## src/dadc_fifo.sv

```systemverilog
// Shared constants and carriers of the dual converter output block, and
// the capture FIFO that buffers result pairs for software.
// Assumes one clock and a synchronous active-low reset throughout.
`default_nettype none

package dadc_pkg;
  // Data and bus widths
  localparam int DW         = 8;
  localparam int AW         = 12;
  localparam int BW         = 32;
  // Conversion pipeline: seven half-cycle stages plus the output latch
  localparam int HALF_STG   = 7;
  localparam int LAT        = 5;
  localparam int FIFO_DEPTH = 8;
  localparam int FIFO_W     = 2 * DW;
  // Register byte offsets
  localparam logic [AW-1:0] OFS_CTRL   = 12'h000;
  localparam logic [AW-1:0] OFS_STATUS = 12'h004;
  localparam logic [AW-1:0] OFS_DATA   = 12'h008;
  localparam logic [AW-1:0] OFS_COUNT  = 12'h00c;
  // Control register fields
  localparam int CTRL_TWOS  = 0;
  localparam int CTRL_SLEEP = 1;
  localparam int CTRL_PD    = 2;
  localparam int CTRL_OFF   = 3;
  localparam int CTRL_CAP   = 4;
  localparam logic [4:0] CTRL_RST = 5'h00;
  // Status register fields
  localparam int ST_TWOS  = 0;
  localparam int ST_SLEEP = 1;
  localparam int ST_PD    = 2;
  localparam int ST_DRIVE = 3;
  localparam int ST_EMPTY = 4;
  localparam int ST_FULL  = 5;
  localparam int ST_OVF   = 6;
  localparam int ST_LVL   = 8;
  // Data register valid flag
  localparam int DATA_VLD = 16;

  // Control levels, from the pins
  typedef struct packed {
    logic twos;
    logic sleep;
    logic pd;
    logic out_n;
  } dadc_ctrl_s;

  // One sample pair travelling down the pipeline
  typedef struct packed {
    logic          vld;
    logic [DW-1:0] a;
    logic [DW-1:0] b;
  } dadc_smp_s;
endpackage

module dadc_fifo #(
  parameter int W     = 16,
  parameter int DEPTH = 8
) (
  // Clock and reset
  input  wire logic                     clock,
  input  wire logic                     rstn,
  // Filling side
  input  wire logic                     in_valid,
  input  wire logic [W-1:0]             in_data,
  output logic                          in_ready,
  // Draining side
  output logic                          out_valid,
  output logic [W-1:0]                  out_data,
  input  wire logic                     out_ready,
  // Fill level
  output logic [$clog2(DEPTH):0]        level
);
  localparam int PW = $clog2(DEPTH);

  // Pointers need a power of two so the wrap bit stays honest
  if (DEPTH < 2 || (1 << PW) != DEPTH) begin : g_bad_depth
    $error("dadc_fifo: DEPTH must be a power of two, at least 2");
  end

  logic [W-1:0] mem [DEPTH];
  logic [PW:0]  wr_ptr;
  logic [PW:0]  rd_ptr;
  wire          push = in_valid && in_ready;
  wire          pop  = out_valid && out_ready;

  // Full when pointers differ only in the wrap bit
  assign level     = wr_ptr - rd_ptr;
  assign in_ready  = level != (PW + 1)'(DEPTH);
  assign out_valid = wr_ptr != rd_ptr;
  assign out_data  = mem[rd_ptr[PW-1:0]];

  // Storage has no reset; only the pointers define content
  always_ff @(posedge clock) begin
    if (push) begin
      mem[wr_ptr[PW-1:0]] <= in_data;
    end
  end

  // Pointer update
  always_ff @(posedge clock) begin
    if (!rstn) begin
      wr_ptr <= '0;
      rd_ptr <= '0;
    end else begin
      wr_ptr <= wr_ptr + (PW + 1)'(push);
      rd_ptr <= rd_ptr + (PW + 1)'(pop);
    end
  end
endmodule

`default_nettype wire

```

## src/dadc_output_if.sv

```systemverilog
// Digital side of a dual 8-bit pipelined converter: sampling register,
// conversion pipeline, format select, output latch with three-state
// buses, power modes, and an APB slave with a capture FIFO.
// Assumes quantizer codes arrive in offset binary on the clock's domain
// and that control pins are asynchronous to it.
//
// How it works
// - Format pin high selects two's complement output
// - Sleep stops quantizers, keeps reference bias running
// - Power-down high enters full power-down mode
// - Output enable low drives buses, high floats
// - Two 8-bit three-state buses, bit 7 MSB
// - Seven half-cycle stages precede the output latch
// - Sample to result takes exactly five cycles
// - New sample of both channels every rising edge
// - Both words valid at next edge for capture
// - Formats differ only by an inverted MSB
// - Power-down with outputs on holds last value
//
// The APB interface to the registers and the placing of the registers were left to the implementer.
`default_nettype none

module dadc_output_if
  import dadc_pkg::*;
(
  // Clock and reset
  input  wire logic                     clock,
  input  wire logic                     rstn,
  // Quantizer codes, offset binary
  input  wire logic [dadc_pkg::DW-1:0]  chan_a_raw,
  input  wire logic [dadc_pkg::DW-1:0]  chan_b_raw,
  // Control pins
  input  wire logic                     fmt_twos_in,
  input  wire logic                     sleep_in,
  input  wire logic                     power_down_in,
  input  wire logic                     out_enable_n_in,
  // Analog enables
  output logic                          quant_enable,
  output logic                          bias_enable,
  // Result buses, enables low while driving
  output logic [dadc_pkg::DW-1:0]       chan_a_result_bus,
  output logic [dadc_pkg::DW-1:0]       chan_a_result_oe_n,
  output logic [dadc_pkg::DW-1:0]       chan_b_result_bus,
  output logic [dadc_pkg::DW-1:0]       chan_b_result_oe_n,
  // APB slave
  input  wire logic                     psel,
  input  wire logic                     penable,
  input  wire logic                     pwrite,
  input  wire logic [dadc_pkg::AW-1:0]  paddr,
  input  wire logic [dadc_pkg::BW-1:0]  pwdata,
  output logic [dadc_pkg::BW-1:0]       prdata,
  output logic                          pready,
  output logic                          pslverr
);
  import dadc_pkg::*;

  localparam int FLW = $clog2(FIFO_DEPTH) + 1;

  if (LAT < 3 || HALF_STG > 2 * LAT) begin : g_bad_lat
    $error("dadc_output_if: pipeline too short for the stage count");
  end

  dadc_ctrl_s pin_raw;
  dadc_ctrl_s pin_s1;
  dadc_ctrl_s pin_s2;
  logic [4:0] ctrl;
  dadc_smp_s  stg [LAT-1];
  logic       out_new;
  logic       ovf;
  logic [BW-1:0] smp_cnt;
  logic       rd_taken;

  // Pins pass two flops; the first is read only by the second
  assign pin_raw = '{twos: fmt_twos_in, sleep: sleep_in,
                     pd: power_down_in, out_n: out_enable_n_in};

  always_ff @(posedge clock) begin
    if (!rstn) begin
      pin_s1 <= '{twos: 1'b0, sleep: 1'b0, pd: 1'b0, out_n: 1'b1};
      pin_s2 <= '{twos: 1'b0, sleep: 1'b0, pd: 1'b0, out_n: 1'b1};
    end else begin
      pin_s1 <= pin_raw;
      pin_s2 <= pin_s1;
    end
  end

  // Effective modes: pin or software may request format, sleep or power-down; either may float the buses
  wire twos_eff  = pin_s2.twos  | ctrl[CTRL_TWOS];
  wire sleep_eff = pin_s2.sleep | ctrl[CTRL_SLEEP];
  wire pd_eff    = pin_s2.pd    | ctrl[CTRL_PD];
  wire drive     = !pin_s2.out_n && !ctrl[CTRL_OFF];
  wire run       = !sleep_eff && !pd_eff;

  // Analog enables: sleep keeps the bias, power-down drops everything
  always_ff @(posedge clock) begin
    if (!rstn) begin
      quant_enable <= 1'b0;
      bias_enable  <= 1'b0;
    end else begin
      quant_enable <= run;
      bias_enable  <= !pd_eff;
    end
  end

  // Sampling register takes both channels on every edge while running
  wire dadc_smp_s next_stg0 = '{vld: run, a: chan_a_raw, b: chan_b_raw};

  always_ff @(posedge clock) begin
    if (!rstn) begin
      stg[0] <= '0;
    end else if (!pd_eff) begin
      stg[0] <= next_stg0;
    end
  end

  // Two half-cycle stages per register; power-down freezes the chain
  for (genvar i = 1; i < LAT - 1; i++) begin : g_pipe
    always_ff @(posedge clock) begin
      if (!rstn) begin
        stg[i] <= '0;
      end else if (!pd_eff) begin
        stg[i] <= stg[i-1];
      end
    end
  end

  // Coding: offset binary in, MSB flipped for two's complement
  wire dadc_smp_s last = stg[LAT-2];
  wire [DW-1:0] next_a = {last.a[DW-1] ^ twos_eff, last.a[DW-2:0]};
  wire [DW-1:0] next_b = {last.b[DW-1] ^ twos_eff, last.b[DW-2:0]};
  wire          latch_upd = last.vld && !pd_eff;

  // Output latch; both channels move together on one edge
  always_ff @(posedge clock) begin
    if (!rstn) begin
      chan_a_result_bus <= '0;
      chan_b_result_bus <= '0;
      out_new           <= 1'b0;
    end else begin
      out_new <= latch_upd;
      if (latch_upd) begin
        chan_a_result_bus <= next_a;
        chan_b_result_bus <= next_b;
      end
    end
  end

  // Enables are per bit so each pad sees its own; they follow drive under power-down too
  always_ff @(posedge clock) begin
    if (!rstn) begin
      chan_a_result_oe_n <= '1;
      chan_b_result_oe_n <= '1;
    end else begin
      chan_a_result_oe_n <= {DW{!drive}};
      chan_b_result_oe_n <= {DW{!drive}};
    end
  end

  // Capture FIFO; a full FIFO refuses the word and flags overflow
  logic           cap_ready;
  logic           cap_out_valid;
  logic [FIFO_W-1:0] cap_out_data;
  logic [FLW-1:0] cap_level;
  wire            cap_push = out_new && ctrl[CTRL_CAP];
  wire            cap_pop;

  dadc_fifo #(
    .W     (FIFO_W),
    .DEPTH (FIFO_DEPTH)
  ) u_fifo (
    .clock     (clock),
    .rstn      (rstn),
    .in_valid  (cap_push),
    .in_data   ({chan_b_result_bus, chan_a_result_bus}),
    .in_ready  (cap_ready),
    .out_valid (cap_out_valid),
    .out_data  (cap_out_data),
    .out_ready (cap_pop),
    .level     (cap_level)
  );

  // APB decode; the answer comes one cycle into the access phase
  wire acc     = psel && penable;
  wire fire    = acc && pready;
  wire hit_ctl = paddr == OFS_CTRL;
  wire hit_st  = paddr == OFS_STATUS;
  wire hit_dat = paddr == OFS_DATA;
  wire hit_cnt = paddr == OFS_COUNT;
  wire mapped  = hit_ctl || hit_st || hit_dat || hit_cnt;
  wire wr_fire = fire && pwrite;
  assign cap_pop = fire && !pwrite && hit_dat && rd_taken;

  // Status view of the block's own state
  wire [BW-1:0] status_word =
      BW'({cap_level, 1'b0, ovf, !cap_ready, !cap_out_valid,
           drive, pd_eff, sleep_eff, twos_eff});

  // Read mux; the data word is popped only when it was shown valid
  wire [BW-1:0] rd_mux =
      hit_ctl ? BW'(ctrl) :
      hit_st  ? status_word :
      hit_dat ? BW'({cap_out_valid, cap_out_data}) :
      hit_cnt ? smp_cnt : '0;

  // Bus handshake registers
  always_ff @(posedge clock) begin
    if (!rstn) begin
      pready   <= 1'b0;
      pslverr  <= 1'b0;
      prdata   <= '0;
      rd_taken <= 1'b0;
    end else begin
      pready  <= acc && !pready;
      pslverr <= acc && !pready && !mapped;
      if (acc && !pready) begin
        prdata   <= pwrite ? '0 : rd_mux;
        rd_taken <= cap_out_valid;
      end
    end
  end

  // Control register written only at the completing edge
  always_ff @(posedge clock) begin
    if (!rstn) begin
      ctrl <= CTRL_RST;
    end else if (wr_fire && hit_ctl) begin
      ctrl <= pwdata[4:0];
    end
  end

  // Overflow is sticky; write one to clear, a new overflow wins
  wire ovf_set = cap_push && !cap_ready;
  wire ovf_clr = wr_fire && hit_st && pwdata[ST_OVF];

  always_ff @(posedge clock) begin
    if (!rstn) begin
      ovf <= 1'b0;
    end else begin
      ovf <= ovf_set || (ovf && !ovf_clr);
    end
  end

  // Result counter, cleared by any write to its offset
  always_ff @(posedge clock) begin
    if (!rstn) begin
      smp_cnt <= '0;
    end else if (wr_fire && hit_cnt) begin
      smp_cnt <= '0;
    end else begin
      smp_cnt <= smp_cnt + BW'(out_new);
    end
  end

  // Checks on the conversion path
  property p_format;
    @(posedge clock) disable iff (!rstn)
    out_new |-> chan_a_result_bus ==
      {$past(last.a[DW-1]) ^ $past(twos_eff), $past(last.a[DW-2:0])};
  endproperty
  a_format: assert property (p_format)
    else $error("channel A coding wrong");

  property p_sleep;
    @(posedge clock) disable iff (!rstn)
    (sleep_eff && !pd_eff) |=> (!quant_enable && bias_enable && !stg[0].vld);
  endproperty
  a_sleep: assert property (p_sleep)
    else $error("sleep did not stop the quantizers");

  property p_pd;
    @(posedge clock) disable iff (!rstn)
    pd_eff |=> (!bias_enable && !quant_enable);
  endproperty
  a_pd: assert property (p_pd)
    else $error("power-down left analog enabled");

  property p_oe;
    @(posedge clock) disable iff (!rstn)
    drive |=> (chan_a_result_oe_n == '0 && chan_b_result_oe_n == '0);
  endproperty
  a_oe: assert property (p_oe)
    else $error("buses not driven while enabled");

  property p_latency;
    @(posedge clock) disable iff (!rstn)
    (stg[0].vld && !pd_eff) ##1 (!pd_eff) [*3] |=>
      (out_new && chan_a_result_bus[DW-2:0] == $past(stg[0].a[DW-2:0], 4));
  endproperty
  a_latency: assert property (p_latency)
    else $error("result did not appear five cycles after sampling");

  property p_sample;
    @(posedge clock) disable iff (!rstn)
    (rstn && run) |=> (stg[0].vld && stg[0].b == $past(chan_b_raw));
  endproperty
  a_sample: assert property (p_sample)
    else $error("sample not taken on the edge");

  property p_hold;
    @(posedge clock) disable iff (!rstn)
    pd_eff |=> ($stable(chan_a_result_bus) && $stable(chan_b_result_bus));
  endproperty
  a_hold: assert property (p_hold)
    else $error("outputs moved during power-down");

  property p_pair;
    @(posedge clock) disable iff (!rstn)
    out_new |-> chan_b_result_bus ==
      {$past(last.b[DW-1]) ^ $past(twos_eff), $past(last.b[DW-2:0])};
  endproperty
  a_pair: assert property (p_pair)
    else $error("channel B not updated with channel A");

  // Sampled reset in the antecedent: the release edge sees reset content
  property p_run;
    @(posedge clock) disable iff (!rstn)
    (rstn && run) |=> quant_enable;
  endproperty
  a_run: assert property (p_run)
    else $error("quantizers not enabled in normal operation");

  property p_oe_off;
    @(posedge clock) disable iff (!rstn)
    !drive |=> (chan_a_result_oe_n == '1 && chan_b_result_oe_n == '1);
  endproperty
  a_oe_off: assert property (p_oe_off)
    else $error("buses not floated while disabled");

  property p_freeze;
    @(posedge clock) disable iff (!rstn)
    pd_eff |=> ($stable(stg[0]) && $stable(last));
  endproperty
  a_freeze: assert property (p_freeze)
    else $error("pipeline moved during power-down");

  property p_pipe_adv;
    @(posedge clock) disable iff (!rstn)
    (rstn && !pd_eff) |=> stg[1] == $past(stg[0]);
  endproperty
  a_pipe_adv: assert property (p_pipe_adv)
    else $error("pipeline stage did not advance");
endmodule

`default_nettype wire

```

## config.mk

```make
export PLATFORM = sky130hd
export DESIGN_NAME = dadc_output_if
export DESIGN_NICKNAME = d
export VERILOG_FILES = /design/src/dadc_fifo.sv /design/src/dadc_output_if.sv
export SDC_FILE = /design/constraint.sdc
export NUM_CORES = 1
export LEC_CHECK = 0
export ABC_AREA = 1
export BUFFER_PORTS_ARGS = -buffer_cell sky130_fd_sc_hd__buf_4
export CORE_MARGIN = 1.5
export CORE_UTILIZATION = 45
export DETAILED_ROUTE_END_ITERATION = 8
export SLEW_MARGIN = 10
export SYNTH_ARGS = -nofsm -noshare
export SYNTH_HDL_FRONTEND = slang
export SYNTH_SLANG_ARGS = --single-unit
```

## constraint.sdc

```tcl
create_clock -name clock -period 7.7 [get_ports clock]
set_clock_uncertainty 0.2 [all_clocks]
set_input_delay 0.77 -clock clock [delete_from_list [all_inputs] [get_ports clock]]
set_output_delay 0.77 -clock clock [all_outputs]
set_load 0.01 [all_outputs]
```

Word-level counts from Yosys, hierarchy flattened:

Memories as Yosys holds them, arrays and structs flattened. A register that Yosys moved wholly into a read port is not among the register bits.
Index checks and enable logic that the tools add are counted.

* word-level logic and storage cells: 97
* memories: 2
* bits of input ports: 69
* bits in writable memories: 196
* register bits after elaboration: 109
* output and inout bits: 68

Memory list
* u_fifo.mem: words 8, width 16, rd ports 1, clocked after memory_dff 1, write ports 1, line dadc_fifo.sv:81 `logic [W-1:0] mem [DEPTH];`
* stg: words 4, width 17, rd ports 4, clocked after memory_dff 0, write ports 4, line dadc_output_if.sv:67 `dadc_smp_s stg [LAT-1];`

* add/subtract/negate cells: 4
* muxes and demuxes: 16
* bitwise logic cells: 10
* equal/unequal tests: 5
* reduce and logical (&&, ||, !) cells: 37

Operators by type and width (number)
* two-way mux 32 bit: 5
* two-way mux 17 bit: 4
* adder 32 x 1 -> 32 bit: 1
* equality test 12 x 4 -> 1 bit, second input constant: 2
* logical AND 1 bit: 20
* equality test 12 x 3 -> 1 bit, second input constant: 1
* logical NOT 12 bit: 1
* logical NOT 1 bit: 11
* adder 4 x 1 -> 4 bit: 2
* OR 1 bit: 7
* two-way mux 1 bit: 6
* logical OR 1 bit: 4
* != test 4 bit: 1
* != test 4 bit, second input constant: 1
* subtractor 4 bit: 1
* two-way mux 3 bit: 1
* OR reduction 2 bit: 1
* XOR 1 bit: 2
* NOT 1 bit: 1

Longest topological paths before layout:

Gate-level depths: netlist of the first run.

* word-level depth: 8
* gate-level depth with buffers: 14
* depth with buffers taken out: 14

Cells and area by module:

A second synthesis of the first run with hierarchy kept.

* cells, all modules: 1321
* area, all modules: 12838.6 um^2

Modules (own cells, without submodules)
* dadc_output_if: cells an instance 875, times used 1, seq. area each 4063.9 um^2, area each 7300.8 um^2
* dadc_fifo: cells an instance 446, times used 1, seq. area each 4003.8 um^2, area each 5537.8 um^2

Worst setup path before layout of the first run:

OpenSTA, ideal clock, no wires.

* path kind: input port to flip-flop
* start: input port rstn
* end: memory stg[0][0] (netlist bit) (enable)
* stages on the path: 3
* slack: 4402 ps
* data arrival time: 2383 ps
* buffers on the path: 2
* cells stage by stage: buf_2 > buf_1 > nand2_1

RTL lines
* start: declaration: line dadc_output_if.sv:28 `input wire logic rstn,`
* end: declaration: line dadc_output_if.sv:67

Final worst setup path of the first run:

* start: register u_fifo.rd_ptr[2]
* end: memory u_fifo.mem[5][1] (enable)

* word-level cells in the longest chain between the ends: 5

RTL lines
* start: declaration: line dadc_fifo.sv:83 `logic [PW:0] rd_ptr;`
* start signal: assignment: line dadc_fifo.sv:107 `rd_ptr <= rd_ptr + (PW + 1)'(pop);`
* subtractor 4 bit: line dadc_fifo.sv:88 `assign level = wr_ptr - rd_ptr;`
* != test 4 bit: line dadc_fifo.sv:89 `assign in_ready = level != (PW + 1)'(DEPTH);`
* logical AND 1 bit: line dadc_fifo.sv:84 `wire push = in_valid && in_ready;`
* two-way mux 1 bit: line dadc_fifo.sv:95 `if (push) begin`
* two-way mux 1 bit (implied by the code): line dadc_fifo.sv:96 `mem[wr_ptr[PW-1:0]] <= in_data;`
* end: declaration: line dadc_fifo.sv:81

Every way passes these cells.

==> metrics.csv, run 1 <==
metric,value,unit
grt.total_usage,19.5,%
routabilityCongestion,0.855,
synthDistinctLibCells,40,
yosys_warnings,0,
synth_top_cell_by_area,edfxtp_1,
hp-class,in -> reg,
cp_max_fo,19,
die_area,29300,µm²
wl,28300,µm
overflow,0,
grt_pass1_wl,44000,µm
drtPass1Iterations,7,
ys.flop_type,edfxtp_1,
clkLatencyLatePin,0.56,ns
drtAntennaViolNets,0,
synth-seq-cells,305,
status,"finished, final reports clean",
slew_violations,0,
first_global_vias,8419,
timing.setup.tns,0,ns
multi_input_area,3820,µm²
arrival,4.60,ns
cts_buffers,31,
postSynthAreaPerCell,9.57,µm²
critPathLaunchType,flop,
cts_setup_buffers,0,
final_net_count,1496,
ys_top_cells_by_area,"edfxtp_1 (46%), dfxtp_1 (17%), nand2_1 (8.8%)",
cts_tree,done,
grt_max_degree,69,
io_pins,137,
vdd_ir_drop_max,165,µV
cts_buffer_depth,3,
relSlewSlack,22.8,%
detail_route.wl_per_cell,15.6,µm
async_reset_ff_share,0,%
syn2layout_area_growth,16.6,%
root_buffer,clkbuf_16,
end_kind,flop,
final_util,53.5,%
rows,61,
timing.final.crit_share,60.0,%
vias,9108,
clk_pin_slew,0.06,ns
required,7.68,ns
io_buffers,110,
antenna_found_initial,1,
synth_edf_count,196,
hpwl,18300,µm
setup_violations,0,
synth_top_cell_area_share,46.2,%
diodes,0,
fill_cells,2534,
min_period,4.62,ns
wl_met2,13500,µm
fp.coreArea,27800,µm²
powerDensity,233,nW/µm²
max_freq,0.216,GHz
cts_resized,0,
routed.top_layer,met5,
syn_area,12700,µm²
seq_area_frac_synth,63.4,%
p_leak,5.83,nW
die-width,171,µm
cts_htree_levels,1,
drive_gt1_share,14.1,%
initial_core_util,45.8,%
hold_buffers,0,
avgViaCountPerCell,5.00,
hold_slack,0.189,ns
die_y,171,µm
crit_type,reg -> reg,
drc,0,
grt_setup_unrepaired,no,
regArea,8070,µm²
wl_met3,1370,µm
synth_fp_nets,1410,
place_area,13800,µm²
drt-met1-wl,12700,µm
synth_cells,1331,
finalInstanceArea,14900,µm²
clock_sinks,305,
drv_cap,0,
tightest_slew,1.16,ns
drtIter0Drc,580,
hold_violations,0,
[worst paths after layout]
check	from	endpoint	slack (ns)	cells after the start
max	u_fifo.rd_ptr[2]	u_fifo.mem[5][1]	3.08	9
min	sleep_in	pin_s1[2]	0.19	3
max reg2reg	u_fifo.rd_ptr[2]	u_fifo.mem[5][1]	3.08	9
min reg2reg	pin_s1[2]	pin_s2[2]	0.22	2
[layout by cell type (no fill, tap or decap), types with 15 or more instances in the layout]
cell type and instances:
a21oi_1 73, buf_4 117, clkbuf_16 31, dfxtp_1 108, edfxtp_1 196, inv_1 137, nand2_1 299, nand3_1 144
nor2_1 163, nor3_1 15, o21ai_0 35
[sequential cells by signal, indices dropped and copies added (netlist names), 5 cells and up]
| register | flops |
|---|---|
| chan_b_result_bus | 8 |
| ctrl | 5 |
| prdata | 32 |
| u_fifo.mem | 128 |
| chan_a_result_bus | 8 |
| stg | 68 |
| smp_cnt | 32 |
[metal layers]
layer	global-route usage, %	vias to the layer above
met3	2.95	39
met1	25.6	4305
li1	-	4550
met4	6.22	2
met5	0	-
met2	33.2	212
[area by class of cell]
cell class	instances	share of cell area (%)
inverters	143	3.61
clock buffers	45	6.05
clock inverters	13	1.20
repair buffers	117	5.91
well taps	378	3.18
multi-input cells	819	25.7
flip-flops and latches	305	54.3
[report_power, final]
part	switching (mW)	internal [mW]	total, mW
sequential	0.0257	1.77	1.80
clock	0.609	0.942	1.55
combinational	0.0639	0.0413	0.105
[worst max-delay path: stages, from the launching register on]
cell and delay [ns]:
dfxtp_1 0.92, clkinv_1 0.85, ha_1 0.59, a21oi_1 0.20, nand3_1 0.12, nand3_1 0.13
nand3_1 0.11, inv_1 0.11, nand2_1 0.15, nor2_2 0.85
[through the flow]
stage	instances	power, mW	setup WS, ns
3_3_place_gp	1762	1.94	3.15
4_1_cts	1820	3.49	3.12
3_5_place_dp	1762	1.94	3.12
6_report	1820	3.46	3.08
5_1_grt	1820	3.56	2.84
2_1_floorplan	1331	1.89	4.40
[synth_stat cells, drive strengths merged, types with 2 or more instances]
cell type and number:
ha 9, nor3 16, nand3b 7, nor4 2, buf 37, nand2 304, nand3 146, nor3b 5
inv 142, or2 8, edfxtp 196, clkbuf 27, dfxtp 109, xnor2 6, a21oi 73, nand4 15
xor2 6, o21ai 37, nor2 181
[cells by family (layout without fill, tap and decap cells)]
| logic type | count (synthesis) | after routing | share of synthesized area [%] |
|---|---|---|---|
| AOI/OAI and AO/OA | 113 | 113 | 4.52 |
| xor gates and xnor gates | 12 | 12 | 0.825 |
| adders and majority gates | 10 | 10 | 1.04 |
| buffers and inverters | 207 | 318 | 6.83 |
| DFF | 305 | 305 | 63.4 |
| and+or+nand+nor | 684 | 684 | 23.4 |
Power figures use the tool's default switching activity.
==> run 2, diff against run 1 <==
--- a/config.mk
+++ b/config.mk
@@ -5,11 +5,12 @@
 export SDC_FILE = /design/constraint.sdc
 export NUM_CORES = 1
 export LEC_CHECK = 0
-export ABC_AREA = 1
+export ABC_AREA = 0
 export BUFFER_PORTS_ARGS = -buffer_cell sky130_fd_sc_hd__buf_4
 export CORE_MARGIN = 1.5
 export CORE_UTILIZATION = 45
 export DETAILED_ROUTE_END_ITERATION = 8
+export PLACE_DENSITY = 0.66
 export SLEW_MARGIN = 10
 export SYNTH_ARGS = -nofsm -noshare
 export SYNTH_HDL_FRONTEND = slang
==> constraint.sdc (replaced) <==
create_clock -name clock -period 4.16 [get_ports clock]
set_clock_uncertainty 0.2 [all_clocks]
set_input_delay 0.416 -clock clock [delete_from_list [all_inputs] [get_ports clock]]
set_output_delay 0.416 -clock clock [all_outputs]
set_load 0.01 [all_outputs]
==> run 2 against run 1 <==
Compared with the run above:
- sequential power increased by 82%
- area after synthesis down 3.3%
- utilization up 0.93 points
- critical path depth is the same
- cell count decreased by 24%
- largest cell class unchanged
- largest power group unchanged
==> metrics.csv, run 2 <==
metric,value,unit,change
cp.depth,9,,unchanged
cts_htree_levels,1,,unchanged
largest_reg_flops,128,,unchanged
async_reset_ff_share,0,%,unchanged
path_common_cell,inv_1,,
reg2reg_to,u_fifo.mem[2][3],,
drtIter0Drc,510,,-12%
overflow,0,,unchanged
synth_top_cell_area_share,47.8,%,+1.6 points
ys.flop_type,edfxtp_1,,
r2r_start,u_fifo.wr_ptr[0],,
r2r_slack,0.81,ns,-2.27 ns
postSynthAreaPerCell,13.6,µm²,+42%
vias,7790,,-14%
die-width,168,µm,-1.6%
timing.setup.tns,0,ns,unchanged
die_area,28400,µm²,-3.2%
diodes,0,,unchanged
hold_slack,0.0751,ns,-0.114 ns
critPathTopFamily,compound AO/OA/AOI/OAI gates,,
drive_gt1_share,22.1,%,+8.1 points
rows,60,,-1.6%
synth_fp_nets,983,,-30%
slew_violations,0,,unchanged
antenna_found_initial,0,,-1
syn_area,12300,µm²,-3.3%
io_pins,137,,unchanged
drtAntennaViolNets,0,,unchanged
clock_sinks,305,,unchanged
reg2reg_depth,9,,unchanged
setup_violations,0,,unchanged
grt_max_degree,88,,+28%
min_period,3.35,ns,-1.27 ns
avgViaCountPerCell,5.61,,+12%
grt_pass1_wl,41100,µm,-6.6%
grt_setup_unrepaired,no,,
cp_cell_sequence,inv_1 -> ha_1 -> inv_1 -> fa_1 -> xor2_1 -> nor3b_1 -> a31oi_1 -> nor4bb_4 -> buf_4,,
die_y,168,µm,-1.6%
path_buf_inv,3,,+1
yosys.cell_count.top_type,edfxtp_1,,
seq_area_frac_synth,65.5,%,+2.2 points
synth_top_cell_by_area,edfxtp_1,,
drv_cap,0,,unchanged
clkLatencyLatePin,0.55,ns,about the same
clk_pin_slew,0.06,ns,about the same
grt.total_usage,18.6,%,-0.88 points
syn2layout_area_growth,18.7,%,
cp_slowest_cell,a31oi_1,,
synth-seq-cells,305,,unchanged
mostFrequentLayoutCell,edfxtp_1,,
arrival,3.37,ns,-1.23 ns
slowest_delay,0.58,ns,-0.34 ns
hpwl,16700,µm,-8.6%
synthTopCellsByCount,"edfxtp_1 (196), dfxtp_1 (109), and3_1 (70)",,
status,"finished, final reports clean",,
max_freq,0.299,GHz,+38%
cts_buffer_depth,3,,unchanged
cp_max_fo,16,,-3
synthDistinctLibCells,63,,+57%
relSlewSlack,34.9,%,+12 points
final_cell_mix,"edfxtp_1 (196), buf_4 (129), dfxtp_1 (108)",,
crit_type,reg -> reg,,
required,4.19,ns,-3.49 ns
power,6.04,mW,+75%
fp.coreArea,26900,µm²,-3.3%
ys_top_cells_by_area,"edfxtp_1 (48%), dfxtp_1 (18%), mux4_2 (5.9%)",,
vdd_ir_drop_max,271,µV,+64%
yosys_warnings,0,,unchanged
drc,0,,unchanged
wl,26300,µm,-6.9%
cts_tree,done,,
final_net_count,1102,,-26%
min_delay_path_depth,4,,+1
cts_resized,0,,unchanged
hp-class,in -> reg,,
powerDensity,413,nW/µm²,+78%
synth_edf_count,196,,unchanged
crit_path_start,u_fifo.wr_ptr[0],,
timing.final.crit_share,80.5,%,+20 points
io_buffers,110,,unchanged
tightest_slew,0.969,ns,-0.189 ns
synth_cells,904,,-32%
first_global_vias,7499,,-11%
detail_route.wl_per_cell,19.0,µm,+22%
initial_core_util,45.8,%,about the same
hold_violations,0,,unchanged
hold_end,ovf,,
drtPass1Iterations,5,,-2
routabilityCongestion,0.823,,-3.8%
critPathLaunchType,flop,,
end_kind,flop,,
p_leak,5.43,nW,-6.9%
min_from,pwdata[6],,
root_buffer,clkbuf_16,,
cts_buffers,31,,unchanged
-- run 2: changes by cell type after synthesis, moves of 15 or more --
cell / before / now
nand2_1: 300 / 68
inv_1: 137 / 10
nand3_1: 144 / 18
nor2_1: 171 / 52
and3_1: 0 / 70
a21oi_1: 73 / 40
mux4_2: 0 / 32
o21ai_0: 35 / 12
mux2i_1: 0 / 17
or4_1: 0 / 17
a22oi_1: 0 / 16
and2_1: 0 / 16
o31ai_1: 0 / 15
-- run 2: logic make-up (layout without fill, tap and decap cells) --
group           count (synthesis)  count (layout)  share of synthesized area (%)
simple gates                  320             320                           14.7
flops                         305             305                           65.5
compound gates                121             121                           6.87
buf+inv                        80             224                           3.18
mux                            50              50                           7.33
xor+xnor                       18              18                           1.28
fa+ha+maj                      10              10                           1.08
-- run 2: worst reg2reg max path: stages (launching register included) --
cell	delay [ns]
dfxtp_1	0.43
inv_1	0.17
ha_1	0.17
inv_1	0.06
fa_1	0.38
xor2_1	0.22
nor3b_1	0.11
a31oi_1	0.58
nor4bb_4	0.40
buf_4	0.32
-- run 2: power by group --
| group | total (mW) | switching [mW] | internal, mW | leakage [nW] |
|---|---|---|---|---|
| registers | 3.27 | 0.0202 | 3.25 | 2.86 |
| clock network | 2.58 | 1.10 | 1.48 | 0.469 |
| logic | 0.188 | 0.102 | 0.0852 | 2.09 |
-- run 2: routing by layer --
metal	global-route usage, %	part of all wire [%]	vias up
met3	2.94	5.3	52
met1	25.3	44	3816
met2	31.1	48	220
met4	5.12	2.1	0
met5	0	0	-
li1	-	-	3702
-- run 2: how the worst max path moves through the flow --
stage	endpoint	slack, ns
after floorplan	stg[0][0]	0.09
after global placement	u_fifo.mem[2][12]	0.96
after detailed placement	u_fifo.mem[2][6]	0.86
after CTS	u_fifo.mem[2][10]	0.79
after global routing	u_fifo.mem[2][10]	0.62
final	u_fifo.mem[2][3]	0.81
-- run 2: through the flow --
| step | cells | area [µm²] | util (%) | setup WS, ns |
|---|---|---|---|---|
| global placement | 1306 | 13400 | 49.9 | 0.955 |
| CTS | 1389 | 14600 | 54.4 | 0.787 |
| floorplan | 904 | 12300 | - | 0.0853 |
| detailed placement | 1306 | 13400 | 49.9 | 0.859 |
| finish | 1389 | 14600 | 54.4 | 0.812 |
| global route | 1389 | 14600 | 54.4 | 0.618 |
-- run 2: area by class of cell --
class,instances,area [µm²]
fill,2217,12300
sequential,305,8070
multi-input combinational,519,3920
timing repair buffer,154,1220
clock buffer,53,915
tap,341,427
inverter,12,45.0
clock inverter,5,28.8
-- run 2: what timing repair did --
action	CTS	global route
setup buffers	0	0
endpoints found under the hold margin	25	0
hold buffers	25	0
==> run 3, diff against run 2 <==
==> constraint.sdc (replaced) <==
create_clock -name clock -period 2.95 [get_ports clock]
set_clock_uncertainty 0.2 [all_clocks]
set_input_delay 0.295 -clock clock [delete_from_list [all_inputs] [get_ports clock]]
set_output_delay 0.295 -clock clock [all_outputs]
set_load 0.01 [all_outputs]
==> run 3 against run 2 <==
Compared with the run above:
- sequential share of layout area is 1.5 points lower
- via count is 0.26% higher
- design area is 2.9% higher
- cell count is 1.6% higher
- hold slack worse by 0.0018 ns
- largest power group unchanged
- sequential cell count stayed put
- clock-buffer cell count is 5 lower
==> metrics.csv, run 3 (synthesized netlist as in run 2, its figures left out) <==
metric,value,unit,change
status,"finished, final reports clean",,
drtIter0Drc,732,,+44%
cts_buffer_depth,3,,unchanged
syn2layout_area_growth,22.1,%,
required,3.02,ns,-1.17 ns
powerDensity,585,nW/µm²,+42%
finalWorstSetupSlack,0.160,ns,-0.652 ns
detail_route.wl_per_cell,18.8,µm,-0.90%
clk_pin_slew,0.06,ns,about the same
drv_cap,0,,unchanged
mostFrequentLayoutCell,edfxtp_1,,
p_leak,5.61,nW,+3.4%
initial_core_util,45.8,%,unchanged
hold_slack,0.0732,ns,-0.00184 ns
die-width,168,µm,unchanged
cts_resized,0,,unchanged
switching_share,20.2,%,+0.058 points
cts_htree_levels,1,,unchanged
relSlewSlack,35.7,%,+0.83 points
die_y,168,µm,unchanged
vias,7810,,+0.26%
avgViaCountPerCell,5.54,,-1.3%
place_ws,0.195,ns,-0.664 ns
cp_max_fo,16,,unchanged
max_freq,0.358,GHz,+20%
overflow,0,,unchanged
drtPass1Iterations,5,,unchanged
vdd_ir_drop_max,404,µV,+49%
cellInternalPower,7.02,mW,+46%
grt_max_degree,81,,-8.0%
hold_buffers,28,,+12%
timing.setup.tns,0,ns,unchanged
min_period,2.79,ns,-0.558 ns
io_pins,137,,unchanged
cts_tree,done,,
pwr-share-comb,3.1,%,about the same
diodes,0,,unchanged
tightest_slew,0.960,ns,-0.00861 ns
antenna_found_initial,0,,unchanged
clkLatencyLatePin,0.56,ns,about the same
crit_type,reg -> reg,,
wl,26500,µm,+0.67%
hp-class,in -> reg,,
final_util,56.0,%,+1.6 points
stdcell_count,1411,,+1.6%
seqPwrFrac,52.4,%,-1.8 points
fp.coreArea,26900,µm²,unchanged
first_global_vias,7543,,+0.59%
timing.final.crit_share,94.6,%,+14 points
rows,60,,unchanged
drtAntennaViolNets,0,,unchanged
slew_violations,0,,unchanged
root_buffer,clkbuf_16,,
place_inst,1325,,+1.5%
finalInstanceArea,15000,µm²,+2.9%
die_area,28400,µm²,unchanged
setup_violations,0,,unchanged
grt_setup_unrepaired,no,,
clkPwrFrac,44.4,%,+1.7 points
final_net_count,1124,,+2.0%
critPathLaunchType,flop,,
hold_violations,0,,unchanged
arrival,2.86,ns,-0.51 ns
routabilityCongestion,0.853,,+3.6%
p_sw,1.78,mW,+46%
place_area,13700,µm²,+2.1%
grt_pass1_wl,41000,µm,-0.24%
drive_gt1_share,24.3,%,+2.2 points
clock_sinks,305,,unchanged
drc,0,,unchanged
end_kind,flop,,
io_buffers,110,,unchanged
power,8.80,mW,+46%
cts_setup_buffers,0,,unchanged
cts_buffers,31,,unchanged
hpwl,17200,µm,+3.0%
largest_reg_flops,128,,unchanged
grt.total_usage,18.6,%,+0.021 points
final_cell_mix,"edfxtp_1 (196), buf_4 (139), dfxtp_1 (108)",,
## run 3: cell count changes in the layout (fill, tap and decap cells not counted), sizes merged
cell,delta
buf,+19
clkbuf,-5
dlygate4sd3,+3
clkinv,+2
bufinv,+1
clkinvlp,+1
inv,+1
## run 3: layout make-up
cell class | count | area (µm²)
clock buffers | 48 | 951
flip-flops and latches | 305 | 8070
repair buffers | 176 | 1500
inverters | 12 | 45.0
clock inverters | 10 | 95.1
multi-input cells | 519 | 3950
fillers | 2163 | 11800
well taps | 341 | 427
## run 3: per-layer routing
| metal | up-vias | track usage (%) | wire [µm] |
|---|---|---|---|
| met5 | - | 0 | 0 |
| met4 | 0 | 5.59 | 535 |
| met3 | 40 | 2.63 | 1450 |
| met2 | 217 | 31.1 | 12900 |
| met1 | 3817 | 25.3 | 11700 |
| li1 | 3736 | - | - |
## run 3: final timing paths
path                     from                 to  slack, ns  cells past startpoint
min                  paddr[2]                ovf       0.07                      4
min reg2reg         pin_s1[0]          pin_s2[0]       0.21                      1
max reg2reg  u_fifo.wr_ptr[0]  u_fifo.mem[2][12]       0.16                     10
max          u_fifo.wr_ptr[0]  u_fifo.mem[2][12]       0.16                     10
## run 3: power groups by stage
stage | registers [mW] | logic, mW | clock network (mW)
6_report | 4.62 | 0.276 | 3.91
5_1_grt | 4.62 | 0.300 | 4.13
4_1_cts | 4.62 | 0.275 | 3.97
3_5_place_dp | 4.71 | 0.244 | 0
3_3_place_gp | 4.70 | 0.240 | 0
2_1_floorplan | 4.70 | 0.138 | 0
## run 3: critical path, cell delays in order (launching register included)
cell      delay, ns
dfxtp_1        0.31
inv_1          0.06
ha_1           0.17
inv_1          0.06
fa_1           0.37
xor2_1         0.22
nor3b_1        0.08
buf_4          0.15
a31oi_4        0.25
nor4bb_4       0.40
buf_12         0.21
